File: src/awsr_pkg.sv
package awsr_pkg;
   // ==================================================
   // Register map
   localparam logic [7:0] AWSR_INACT_ADDR     = 8'h29;
   localparam logic [7:0] AWSR_SYSCTL1_ADDR   = 8'h2A;
   localparam logic [7:0] AWSR_SYSCTL2_ADDR   = 8'h2B;
   localparam logic [7:0] AWSR_INTCTL_ADDR    = 8'h2C;
   localparam logic [7:0] AWSR_INTEN_ADDR     = 8'h2D;
   localparam logic [7:0] AWSR_STATUS_ADDR    = 8'h0B;
   localparam logic [7:0] AWSR_INACT_RST      = 8'h00;
   localparam logic [7:0] AWSR_SYSCTL1_RST    = 8'h00;
   localparam logic [7:0] AWSR_SYSCTL2_RST    = 8'h00;
   localparam logic [7:0] AWSR_INTCTL_RST     = 8'h00;
   localparam logic [7:0] AWSR_INTEN_RST      = 8'h00;
   // ==================================================
   // System control one fields
   localparam int AWSR_SLP_RATE_HI  = 7;
   localparam int AWSR_SLP_RATE_LO  = 6;
   localparam int AWSR_WAKE_RATE_HI = 5;
   localparam int AWSR_WAKE_RATE_LO = 3;
   localparam int AWSR_FAST_READ_B  = 1;
   localparam int AWSR_ACTIVE_B     = 0;
   localparam logic [7:0] AWSR_SYSCTL1_MASK = 8'hFB;
   // System control two fields
   localparam int AWSR_SLP_OS_HI    = 4;
   localparam int AWSR_SLP_OS_LO    = 3;
   localparam int AWSR_AUTO_SLP_B   = 2;
   localparam int AWSR_WAKE_OS_HI   = 1;
   localparam int AWSR_WAKE_OS_LO   = 0;
   localparam logic [7:0] AWSR_SYSCTL2_MASK = 8'h1F;
   // Interrupt control / enable fields
   localparam int AWSR_FIFO_GATE_B  = 7;
   localparam int AWSR_SLPCHG_EN_B  = 7;
   // Wake select and enable bits for the four wake sources
   localparam int AWSR_WK_TRANS_B   = 6;
   localparam int AWSR_WK_ORIENT_B  = 5;
   localparam int AWSR_WK_TAP_B     = 4;
   localparam int AWSR_WK_FFMT_B    = 3;
   // ==================================================
   // Timing
   localparam int AWSR_CLK_HZ       = 50_000_000;
   localparam int AWSR_STEP_MS      = 320;
   localparam int AWSR_STEP_SLOW_MS = 640;
   localparam logic [2:0] AWSR_WAKE_RATE_SLOW = 3'h7;
   localparam int AWSR_STEP_CYC     = AWSR_CLK_HZ / 1000 * AWSR_STEP_MS;
   localparam int AWSR_STEP_SLOW_CYC =
      AWSR_CLK_HZ / 1000 * AWSR_STEP_SLOW_MS;
   // Oversampling schemes
   localparam logic [1:0] AWSR_OS_NORMAL = 2'h0;
   localparam logic [1:0] AWSR_OS_LNLP   = 2'h1;
   localparam logic [1:0] AWSR_OS_HIRES  = 2'h2;
   localparam logic [1:0] AWSR_OS_LP     = 2'h3;
   // Operating modes
   typedef enum logic [2:0] {
      AWSR_STANDBY = 3'b001,
      AWSR_WAKE    = 3'b010,
      AWSR_SLEEP   = 3'b100
   } awsr_mode_t;
endpackage

File: src/awsr_ctrl.sv
`timescale 1ns/100ps
// What this block does
// - Auto sleep: wake rate to sleep rate
// - Eight-bit inactivity duration, reset zero
// - Step 320 ms, 640 ms at 1.56 Hz
// - Gate and four functions restart timer
// - Only four function events wake device
// - Enabled functions run at sleep rate
// - FIFO gate holds data until flush
// - No auto sleep: standby and wake only
// - Sleep change raises enabled interrupt
// - Control one field layout, zero default
// - Sleep rate overrides all block rates
// - Wake rate encodings, 800 Hz default
// - Active bit: zero standby, one active
// - Fast read skips low data bytes
// - Auto sleep enable at bit two
// - Separate wake and sleep oversampling
module awsr_ctrl
   import awsr_pkg::*;
#(
   parameter int STEP_CYC      = AWSR_STEP_CYC,
   parameter int STEP_SLOW_CYC = AWSR_STEP_SLOW_CYC
) (
   // Clock and reset
   input  wire logic       mclk_i,
   input  wire logic       srst_i,
   // Register port
   input  wire logic       reg_wr_i,
   input  wire logic [7:0] reg_addr_i,
   input  wire logic [7:0] reg_wdata_i,
   output logic      [7:0] reg_rdata_o,
   // Function events, one-cycle pulses
   input  wire logic       transient_event_i,
   input  wire logic       orientation_event_i,
   input  wire logic       tap_event_i,
   input  wire logic       freefall_motion_event_i,
   input  wire logic       fifo_gate_event_i,
   input  wire logic       sample_ready_event_i,
   // FIFO
   input  wire logic       fifo_flush_i,
   output logic            fifo_accept_o,
   // Rate and mode outputs
   output logic            active_o,
   output logic            sleeping_o,
   output logic      [2:0] wake_rate_sel_o,
   output logic      [1:0] sleep_rate_sel_o,
   output logic            rate_is_sleep_o,
   output logic      [1:0] oversample_sel_o,
   output logic            fast_read_o,
   output logic            sleep_change_event_o
);
   // ==================================================
   // Registers
   logic [7:0] inact_r, inact_nxt;
   logic [7:0] ctl1_r, ctl1_nxt;
   logic [7:0] ctl2_r, ctl2_nxt;
   logic [7:0] ictl_r, ictl_nxt;
   logic [7:0] ien_r, ien_nxt;

   always_comb begin
      inact_nxt = inact_r;
      ctl1_nxt  = ctl1_r;
      ctl2_nxt  = ctl2_r;
      ictl_nxt  = ictl_r;
      ien_nxt   = ien_r;
      if (reg_wr_i) begin
         case (reg_addr_i)
            AWSR_INACT_ADDR:   inact_nxt = reg_wdata_i;
            AWSR_SYSCTL1_ADDR:
               ctl1_nxt = reg_wdata_i & AWSR_SYSCTL1_MASK;
            AWSR_SYSCTL2_ADDR:
               ctl2_nxt = reg_wdata_i & AWSR_SYSCTL2_MASK;
            AWSR_INTCTL_ADDR:  ictl_nxt = reg_wdata_i;
            AWSR_INTEN_ADDR:   ien_nxt  = reg_wdata_i;
            default:           inact_nxt = inact_r;
         endcase
      end
   end

   always_ff @(posedge mclk_i) begin
      if (srst_i) begin
         inact_r <= AWSR_INACT_RST;
         ctl1_r  <= AWSR_SYSCTL1_RST;
         ctl2_r  <= AWSR_SYSCTL2_RST;
         ictl_r  <= AWSR_INTCTL_RST;
         ien_r   <= AWSR_INTEN_RST;
      end else begin
         inact_r <= inact_nxt;
         ctl1_r  <= ctl1_nxt;
         ctl2_r  <= ctl2_nxt;
         ictl_r  <= ictl_nxt;
         ien_r   <= ien_nxt;
      end
   end

   // ==================================================
   // Mode machine and inactivity timer
   awsr_mode_t mode_r, mode_nxt;
   logic [31:0] pre_r, pre_nxt;
   logic [7:0]  steps_r, steps_nxt;
   logic        gate_r, gate_nxt;
   logic        chg_r, chg_nxt;
   logic        active, auto_en, restart, wake_ev, step_done;
   logic [3:0]  fn_ev;
   logic [31:0] step_len;

   assign active  = ctl1_r[AWSR_ACTIVE_B];
   assign auto_en = ctl2_r[AWSR_AUTO_SLP_B];
   assign fn_ev   = {transient_event_i, orientation_event_i,
                     tap_event_i, freefall_motion_event_i};
   // Only a function both enabled and selected for wake can wake
   assign wake_ev = |(fn_ev & ien_r[AWSR_WK_TRANS_B:AWSR_WK_FFMT_B]
                          & ictl_r[AWSR_WK_TRANS_B:AWSR_WK_FFMT_B]);
   // Sleep change and sample ready deliberately absent here
   assign restart = (|fn_ev) | fifo_gate_event_i;
   assign step_len = (ctl1_r[AWSR_WAKE_RATE_HI:AWSR_WAKE_RATE_LO]
                      == AWSR_WAKE_RATE_SLOW) ?
                     STEP_SLOW_CYC : STEP_CYC;
   assign step_done = (pre_r >= step_len - 32'd1);

   always_comb begin
      mode_nxt  = mode_r;
      pre_nxt   = pre_r;
      steps_nxt = steps_r;
      chg_nxt   = 1'b0;
      case (mode_r)
         AWSR_STANDBY: begin
            pre_nxt   = 32'd0;
            steps_nxt = 8'h00;
            if (active)
               mode_nxt = AWSR_WAKE;
         end
         AWSR_WAKE: begin
            if (!active) begin
               mode_nxt = AWSR_STANDBY;
            end else if (!auto_en || restart) begin
               pre_nxt   = 32'd0;
               steps_nxt = 8'h00;
            end else if (steps_r >= inact_r) begin
               mode_nxt  = AWSR_SLEEP;
               chg_nxt   = 1'b1;
               pre_nxt   = 32'd0;
               steps_nxt = 8'h00;
            end else if (step_done) begin
               pre_nxt   = 32'd0;
               steps_nxt = steps_r + 8'h01;
            end else begin
               pre_nxt = pre_r + 32'd1;
            end
         end
         AWSR_SLEEP: begin
            pre_nxt   = 32'd0;
            steps_nxt = 8'h00;
            if (!active) begin
               mode_nxt = AWSR_STANDBY;
            end else if (wake_ev || !auto_en) begin
               mode_nxt = AWSR_WAKE;
               chg_nxt  = 1'b1;
            end
         end
         default: begin
            mode_nxt = AWSR_STANDBY;
         end
      endcase
      // Gate closes on a sleep/wake change when the FIFO gate bit is set, and reopens only on flush
      gate_nxt = gate_r;
      if (chg_nxt && ictl_r[AWSR_FIFO_GATE_B])
         gate_nxt = 1'b1;
      else if (fifo_flush_i)
         gate_nxt = 1'b0;
   end

   always_ff @(posedge mclk_i) begin
      if (srst_i) begin
         mode_r  <= AWSR_STANDBY;
         pre_r   <= 32'd0;
         steps_r <= 8'h00;
         gate_r  <= 1'b0;
         chg_r   <= 1'b0;
      end else begin
         mode_r  <= mode_nxt;
         pre_r   <= pre_nxt;
         steps_r <= steps_nxt;
         gate_r  <= gate_nxt;
         chg_r   <= chg_nxt;
      end
   end

   // ==================================================
   // Outputs
   assign active_o         = active;
   assign sleeping_o       = (mode_r == AWSR_SLEEP);
   assign rate_is_sleep_o  = (mode_r == AWSR_SLEEP);
   assign wake_rate_sel_o  =
      ctl1_r[AWSR_WAKE_RATE_HI:AWSR_WAKE_RATE_LO];
   assign sleep_rate_sel_o = ctl1_r[AWSR_SLP_RATE_HI:AWSR_SLP_RATE_LO];
   // Functions keep running asleep; their rate and oversampling scheme change
   assign oversample_sel_o = (mode_r == AWSR_SLEEP) ?
                             ctl2_r[AWSR_SLP_OS_HI:AWSR_SLP_OS_LO] :
                             ctl2_r[AWSR_WAKE_OS_HI:AWSR_WAKE_OS_LO];
   assign fast_read_o      = ctl1_r[AWSR_FAST_READ_B];
   assign fifo_accept_o    = !gate_r;
   assign sleep_change_event_o = chg_r & ien_r[AWSR_SLPCHG_EN_B];

   always_comb begin
      case (reg_addr_i)
         AWSR_INACT_ADDR:   reg_rdata_o = inact_r;
         AWSR_SYSCTL1_ADDR: reg_rdata_o = ctl1_r;
         AWSR_SYSCTL2_ADDR: reg_rdata_o = ctl2_r;
         AWSR_INTCTL_ADDR:  reg_rdata_o = ictl_r;
         AWSR_INTEN_ADDR:   reg_rdata_o = ien_r;
         AWSR_STATUS_ADDR:  reg_rdata_o = {5'h00, gate_r,
                                           mode_r == AWSR_SLEEP,
                                           mode_r == AWSR_WAKE};
         default:           reg_rdata_o = 8'h00;
      endcase
   end

   // ==================================================
   // Checks
   std_rst_a: assert property (@(posedge mclk_i)
      srst_i |=> (reg_rdata_o == 8'h00 || reg_addr_i == AWSR_STATUS_ADDR)
                 && !sleeping_o)
      else $error("control state not cleared by reset");
   no_auto_a: assert property (@(posedge mclk_i) disable iff (srst_i)
      !auto_en && !$past(auto_en) |-> !sleeping_o)
      else $error("slept with auto sleep off");
   sleep_cause_a: assert property (@(posedge mclk_i) disable iff (srst_i)
      $rose(sleeping_o) |-> $past(auto_en) && $past(!restart))
      else $error("sleep without elapsed inactivity");
   wake_cause_a: assert property (@(posedge mclk_i) disable iff (srst_i)
      sleeping_o && active && auto_en && wake_ev |=> !sleeping_o)
      else $error("wake event ignored");
   no_wake_a: assert property (@(posedge mclk_i) disable iff (srst_i)
      sleeping_o && active && auto_en && !wake_ev |=> sleeping_o)
      else $error("woke without wake event");
   restart_a: assert property (@(posedge mclk_i) disable iff (srst_i)
      mode_r == AWSR_WAKE && active && restart |=> steps_r == 8'h00)
      else $error("restart did not clear timer");
   standby_cnt_a: assert property (@(posedge mclk_i) disable iff (srst_i)
      mode_r == AWSR_STANDBY |=> pre_r == 32'd0)
      else $error("timer ran in standby");
   gate_hold_a: assert property (@(posedge mclk_i) disable iff (srst_i)
      !fifo_accept_o && !fifo_flush_i |=> !fifo_accept_o)
      else $error("fifo gate reopened without flush");
   chg_irq_a: assert property (@(posedge mclk_i) disable iff (srst_i)
      $changed(sleeping_o) && active && $past(active)
         && ien_r[AWSR_SLPCHG_EN_B] |-> sleep_change_event_o)
      else $error("sleep change not signalled");
   step_a: assert property (@(posedge mclk_i) disable iff (srst_i)
      steps_r != $past(steps_r) && steps_r != 8'h00
         |-> $past(step_done))
      else $error("step advanced early");

   sleep_c: cover property (@(posedge mclk_i) $rose(sleeping_o));
   wake_c: cover property (@(posedge mclk_i) $fell(sleeping_o) && active);
   gate_c: cover property (@(posedge mclk_i) $fell(fifo_accept_o));
endmodule // awsr_ctrl

File: config.mk
export PLATFORM = sky130hd
export DESIGN_NAME = awsr_ctrl
export DESIGN_NICKNAME = d
export VERILOG_FILES = /design/src/awsr_pkg.sv /design/src/awsr_ctrl.sv
export SDC_FILE = /design/constraint.sdc
export NUM_CORES = 1
export LEC_CHECK = 0
export BUFFER_PORTS_ARGS = -buffer_cell sky130_fd_sc_hd__buf_2
export CAP_MARGIN = 20
export CORE_MARGIN = 2
export CORE_UTILIZATION = 55
export DETAILED_ROUTE_END_ITERATION = 8
export GPL_TIMING_DRIVEN = 0
export PLACE_DENSITY = 0.75
export SYNTH_ARGS = -nofsm -noshare
export SYNTH_HDL_FRONTEND = slang
export SYNTH_SLANG_ARGS = --single-unit
File: constraint.sdc
create_clock -name mclk_i -period 7.15 [get_ports mclk_i]
set_input_delay 0.3575 -clock mclk_i [delete_from_list [all_inputs] [get_ports mclk_i]]
set_output_delay 0.3575 -clock mclk_i [all_outputs]
set_load 0.01 [all_outputs]
### Yosys cells after proc, flatten, opt, wreduce, memory -nomap -nowiden

Index checks and enable logic that the tools add are counted.

| operators by class | value |
|---|---|
| muxes and demuxes | 28 |
| reductions and logical operators | 18 |
| add/sub/neg operators | 3 |
| eq/ne operators | 16 |
| order comparisons | 2 |
| bitwise operators | 4 |

Operators by type and width:

| kind | number |
|---|---|
| $mux 32 | 4 |
| $pmux 32 s2 | 1 |
| $pmux 8 s6 | 1 |
| $eq 8x6->1 const B | 5 |
| $add 32x1->32 const B | 1 |
| $ge 32x32->1 | 1 |
| $mux 8 | 4 |
| $sub 25x1->26 const B | 1 |
| $mux 25 | 1 |
| $mux 3 | 6 |
| $pmux 8 s2 | 1 |
| $reduce_and 2->1 | 6 |
| $pmux 3 s3 | 1 |
| $add 8x1->8 const B | 1 |
| $and 4x4->4 | 2 |
| $eq 8x4->1 const B | 1 |
| $ge 8x8->1 | 1 |
| $reduce_or 4->1 | 2 |
| $mux 1 | 7 |
| $eq 3x3->1 const B | 2 |
| $ne 3x3->1 const B | 2 |
| $ne 2x2->1 const B | 2 |
| $ne 4x4->1 const B | 1 |
| $reduce_and 4->1 | 1 |
| other kinds (13) | 16 |

| storage, ports and cells | value |
|---|---|
| register bits | 81 |
| output and inout port bits | 21 |
| input port bits | 26 |
| logic and storage cells | 81 |

### Longest topological paths before layout

| depth | value |
|---|---|
| word-level depth | 9 |
| mapped depth | 11 |
| mapped depth without buffers | 9 |

### Worst setup path after synthesis

No wires, ideal clock.

| path | value |
|---|---|
| kind | register -> register |
| start point | register ctl1_r[4] |
| end point | register pre_r[19] |
| clock period less this slack | 2.475 ns |
| slack | 4.675 ns |
| data arrival time | 2.402 ns |
| required time | 7.077 ns |
| stages on the path, launching flop included | 12 |
| setup time | 0.073 ns |
| buffers on the path | 2 |
| cell sequence | dfxtp_1 > and3_1 > inv_1 > ha_1 > or4_1 > nor2_1 > o311ai_1 > o21ai_4 > buf_6 > nand3_2 > buf_2 > o211ai_2 |

| between the ends | value |
|---|---|
| cells in the longest elaborated chain, start to end | 9 |

Ends and longest elaborated chain:

| element | line | text |
|---|---|---|
| start: declaration | awsr_ctrl.sv:56 | `logic [7:0] ctl1_r, ctl1_nxt;` |
| start signal: assignment | awsr_ctrl.sv:90 | `ctl1_r <= ctl1_nxt;` |
| $eq 3x3->1 | awsr_ctrl.sv:118 | `== AWSR_WAKE_RATE_SLOW) ?` |
| $mux 25 | awsr_ctrl.sv:118 |  |
| $sub 25x1->26 | awsr_ctrl.sv:120 | `assign step_done = (pre_r >= step_len - 32'd1);` |
| $ge 32x32->1 | awsr_ctrl.sv:120 |  |
| $mux 32 | awsr_ctrl.sv:145 | `end else if (step_done) begin` |
| $mux 32 | awsr_ctrl.sv:140 | `end else if (steps_r >= inact_r) begin` |
| $mux 32 | awsr_ctrl.sv:137 | `end else if (!auto_en \|\| restart) begin` |
| $mux 32 | awsr_ctrl.sv:135 | `if (!active) begin` |
| $pmux 32 s2 | awsr_ctrl.sv:127 | `case (mode_r)` |
| end signal: assignment | awsr_ctrl.sv:183 | `pre_r <= pre_nxt;` |
| end: declaration | awsr_ctrl.sv:100 | `logic [31:0] pre_r, pre_nxt;` |

Every way passes these cells. The select of a mux whose other input is x is not followed.
A chain may end at the register's enable or synchronous reset.

### Worst setup path after layout

| path | value |
|---|---|
| start point | register ctl1_r[5] |
| end point | register pre_r[16] |

The elaborated chain is that of the path after synthesis.

==> impl_metrics.tcl <==
set metrics [dict create \
    register_area_sq_um 1620 \
    rsz0062_at_grt "false" \
    peakVddDrop_v 0.0000885 \
    syn_avg_cell_area_sq_um 8.49 \
    cts_setup_buffers 0 \
    wl_per_cell_um 16.9 \
    cts_tree "done" \
    wl_um 12000 \
    min_path_cells 3 \
    drtIter0Drc 348 \
    slew_violations 0 \
    clk_pin_slew_ns 0.09 \
    via_per_inst 6.23 \
    synth_edf_count 0 \
    fp.dieH_um 95.7 \
    num_rows 33 \
    coreArea_sq_um 8180 \
    max_slew.worst_pin.slew_ns 1.02 \
    critPathBufInv 3 \
    period_share 0.416 \
    track_usage 0.270 \
    cts_resized 0 \
    dpl_cell_area_sq_um 4970 \
    port_buffers 43 \
    hold_violations 0 \
    synth_seq_cells 81 \
    path_class "flip-flop to flip-flop" \
    max-clock-path-buffers 2 \
    synth.area.top_cells "dfxtp_1 (35%), mux2i_1 (5.8%), nand2_1 (4.7%)" \
    grt_max_degree 14 \
    worst-r2r-cell-count 11 \
    worstPathCellList "and3_1, inv_1, ha_1, or4_1, nor2_1, o311ai_1, o21ai_4, buf_6, nand3_2, buf_2, o21ai_1" \
    clkSinkCount 81 \
    n_fill_cell 707 \
    placed_cells 693 \
    fin_tns_setup_ns 0 \
    synth-main-ff-cell "dfxtp_1" \
    fin_area_sq_um 5210 \
    cp.depth 11 \
    cts-htree-levels 3 \
    num_io_pins 47 \
    seq_area_frac_synth 0.351 \
    pwr_density_cell_nw_per_um2 170 \
    slew_headroom 0.315 \
    crit_path_max_fanout 10 \
    slowest_delay_ns 0.48 \
    worstSkewPairLatency_ns 0.36 \
    nets 639 \
    post-route-min-period_ns 2.98 \
    die-area_sq_um 9160 \
    place.gp.congestion 0.898 \
    synth_top_cell_area_share 0.351 \
    root_buffer "clkbuf_8" \
    cts_made_buffers 9 \
    ys_types 75 \
    ant_nets 0 \
    critPathRequiredTime_ns 7.44 \
    worst_setup_path_end_kind "flip-flop" \
    dpl.hpwl_um 8910 \
    fin_skew_ns 0.0119 \
    syn_nets 585 \
    pre_cts_slack_ns 4.27 \
    vias 4414 \
    grt_pass1_vias 3806 \
    syn_to_final_growth_pct 12.6 \
    async_flop_share 0 \
    multi_input_area_sq_um 2770 \
    worstPathArrival_ns 3.26 \
    hold_path.class "input pin to flip-flop" \
    yosysWarnings 0 \
    netlist_area_sq_um 4620 \
    fp.dieW_um 95.7 \
    cp-start-kind "flip-flop" \
    grt_pass1_wl_um 19200 \
    antenna_found_initial 0 \
    dr.pass1.iters 5 \
    yosysTopAreaCell "dfxtp_1" \
    critical_path.top_delay_family "simple AND/OR/NAND/NOR gates" \
    initial_utilization 0.566 \
    status "complete, no violations" \
    globalRouteOverflowTotal 0 \
    antennaDiodeCount 0 \
    synth_common_cells "dfxtp_1 (81), nand2_1 (58), nor2_1 (47), nand3_1 (32), mux2i_1 (27)" \
    synth_most_common_cell "dfxtp_1" \
    drc_errors 0 \
    setup_viol_count_final 0 \
    fin_ws_ns 4.17 \
    layout.cells.non_filler 709 \
    drive_gt1_frac 0.161 \
    fmax_mhz 336 \
    cpMaxStageDelayCell "dfxtp_1" \
    cap_viol_max_count 0 \
    ctsHoldBuffers 0 \
    syn_inst 545 \
    leakage_uw 0.00202 \
]
-- registers in the layout (all words and copies together) (netlist names) --
| name | count |
|---|---|
| ien_r | 8 |
| chg_r | 1 |
| ictl_r | 8 |
| mode_r | 3 |
| gate_r | 1 |
| inact_r | 8 |
| ctl2_r | 5 |
| steps_r | 8 |
| ctl1_r | 7 |
| pre_r | 32 |
-- final cells by class --
type	count	share of cell area
Timing Repair Buffer	43	0.0413
Clock buffer	11	0.0252
Buffer	32	0.0317
Sequential cell	81	0.311
Multi-Input combinational cell	413	0.531
Inverter	19	0.0137
Clock inverter	5	0.0199
Tap cell	105	0.0252
-- final timing paths --
| kind | start | to | slack (ns) |
|---|---|---|---|
| max | ctl1_r[5]$_SDFFE_PP0P_ | pre_r[16]$_SDFFE_PP0P_ | 4.17 |
| min | reg_wdata_i[5] | inact_r[5]$_SDFFE_PP0P_ | 0.28 |
| max reg2reg | ctl1_r[5]$_SDFFE_PP0P_ | pre_r[16]$_SDFFE_PP0P_ | 4.17 |
| min reg2reg | inact_r[3]$_SDFFE_PP0P_ | inact_r[3]$_SDFFE_PP0P_ | 0.46 |
-- worst min-delay path, cell delays in order --
cell and delay, ns:
buf_2 0.12, nand3_1 0.06, a21oi_1 0.05
-- metal layers --
metal	vias to the layer above	track usage	share of wire
li1	2126	-	-
met1	2100	0.393	0.47
met2	171	0.409	0.44
met3	17	0.0478	0.077
met4	0	0.0774	0.016
met5	-	0	0
-- layout by cell type (no fill, tap or decap), types with 4 or more instances in the layout --
| master | count |
|---|---|
| a211o_1 | 6 |
| a21oi_1 | 24 |
| a22oi_1 | 6 |
| a31oi_1 | 4 |
| a32o_1 | 6 |
| a32oi_1 | 6 |
| and2_1 | 6 |
| and3_1 | 16 |
| and4_1 | 5 |
| buf_2 | 53 |
| clkbuf_1 | 17 |
| clkbuf_8 | 9 |
| dfxtp_1 | 81 |
| ha_1 | 14 |
| inv_1 | 18 |
| mux2i_1 | 27 |
| nand2_1 | 58 |
| nand2b_1 | 7 |
| nand3_1 | 32 |
| nand3b_1 | 4 |
| nand4_1 | 20 |
| nor2_1 | 47 |
| nor2b_1 | 5 |
| nor3_1 | 10 |
| nor3b_1 | 11 |
| o2111ai_1 | 6 |
| o211ai_2 | 4 |
| o21ai_0 | 21 |
| o21ai_1 | 6 |
| or2_2 | 4 |
| xnor2_1 | 4 |
-- per-stage QoR --
step	hold slack, ns	power (uW)	utilization
6_report	0.278	883	0.637
3_5_place_dp	0.448	493	0.608
5_1_grt	0.280	911	0.637
3_3_place_gp	0.443	493	0.608
4_1_cts	0.274	888	0.637
2_1_floorplan	0.434	477	-
-- where the power goes --
group / internal [uW] / leakage (uW) / total, uW / switching, uW
logic: 9.54 / 0.00125 / 31.6 / 22.0
registers: 451 / 0.000652 / 451 / 0.228
clock network: 232 / 0.000118 / 401 / 168
-- cells by family (layout without fill, tap and decap cells) --
| kind of cell | Yosys count | count (layout) | synth area share |
|---|---|---|---|
| multiplexers | 29 | 29 | 0.0633 |
| buffers and inverters | 51 | 110 | 0.0511 |
| AO/OA/AOI/OAI | 122 | 122 | 0.205 |
| flip-flops | 81 | 81 | 0.351 |
| AND/OR/NAND/NOR | 241 | 241 | 0.278 |
| adder cells (fa/ha/maj) | 14 | 14 | 0.0379 |
| XOR/XNOR | 7 | 7 | 0.0133 |
Power figures use the tool's default switching activity.
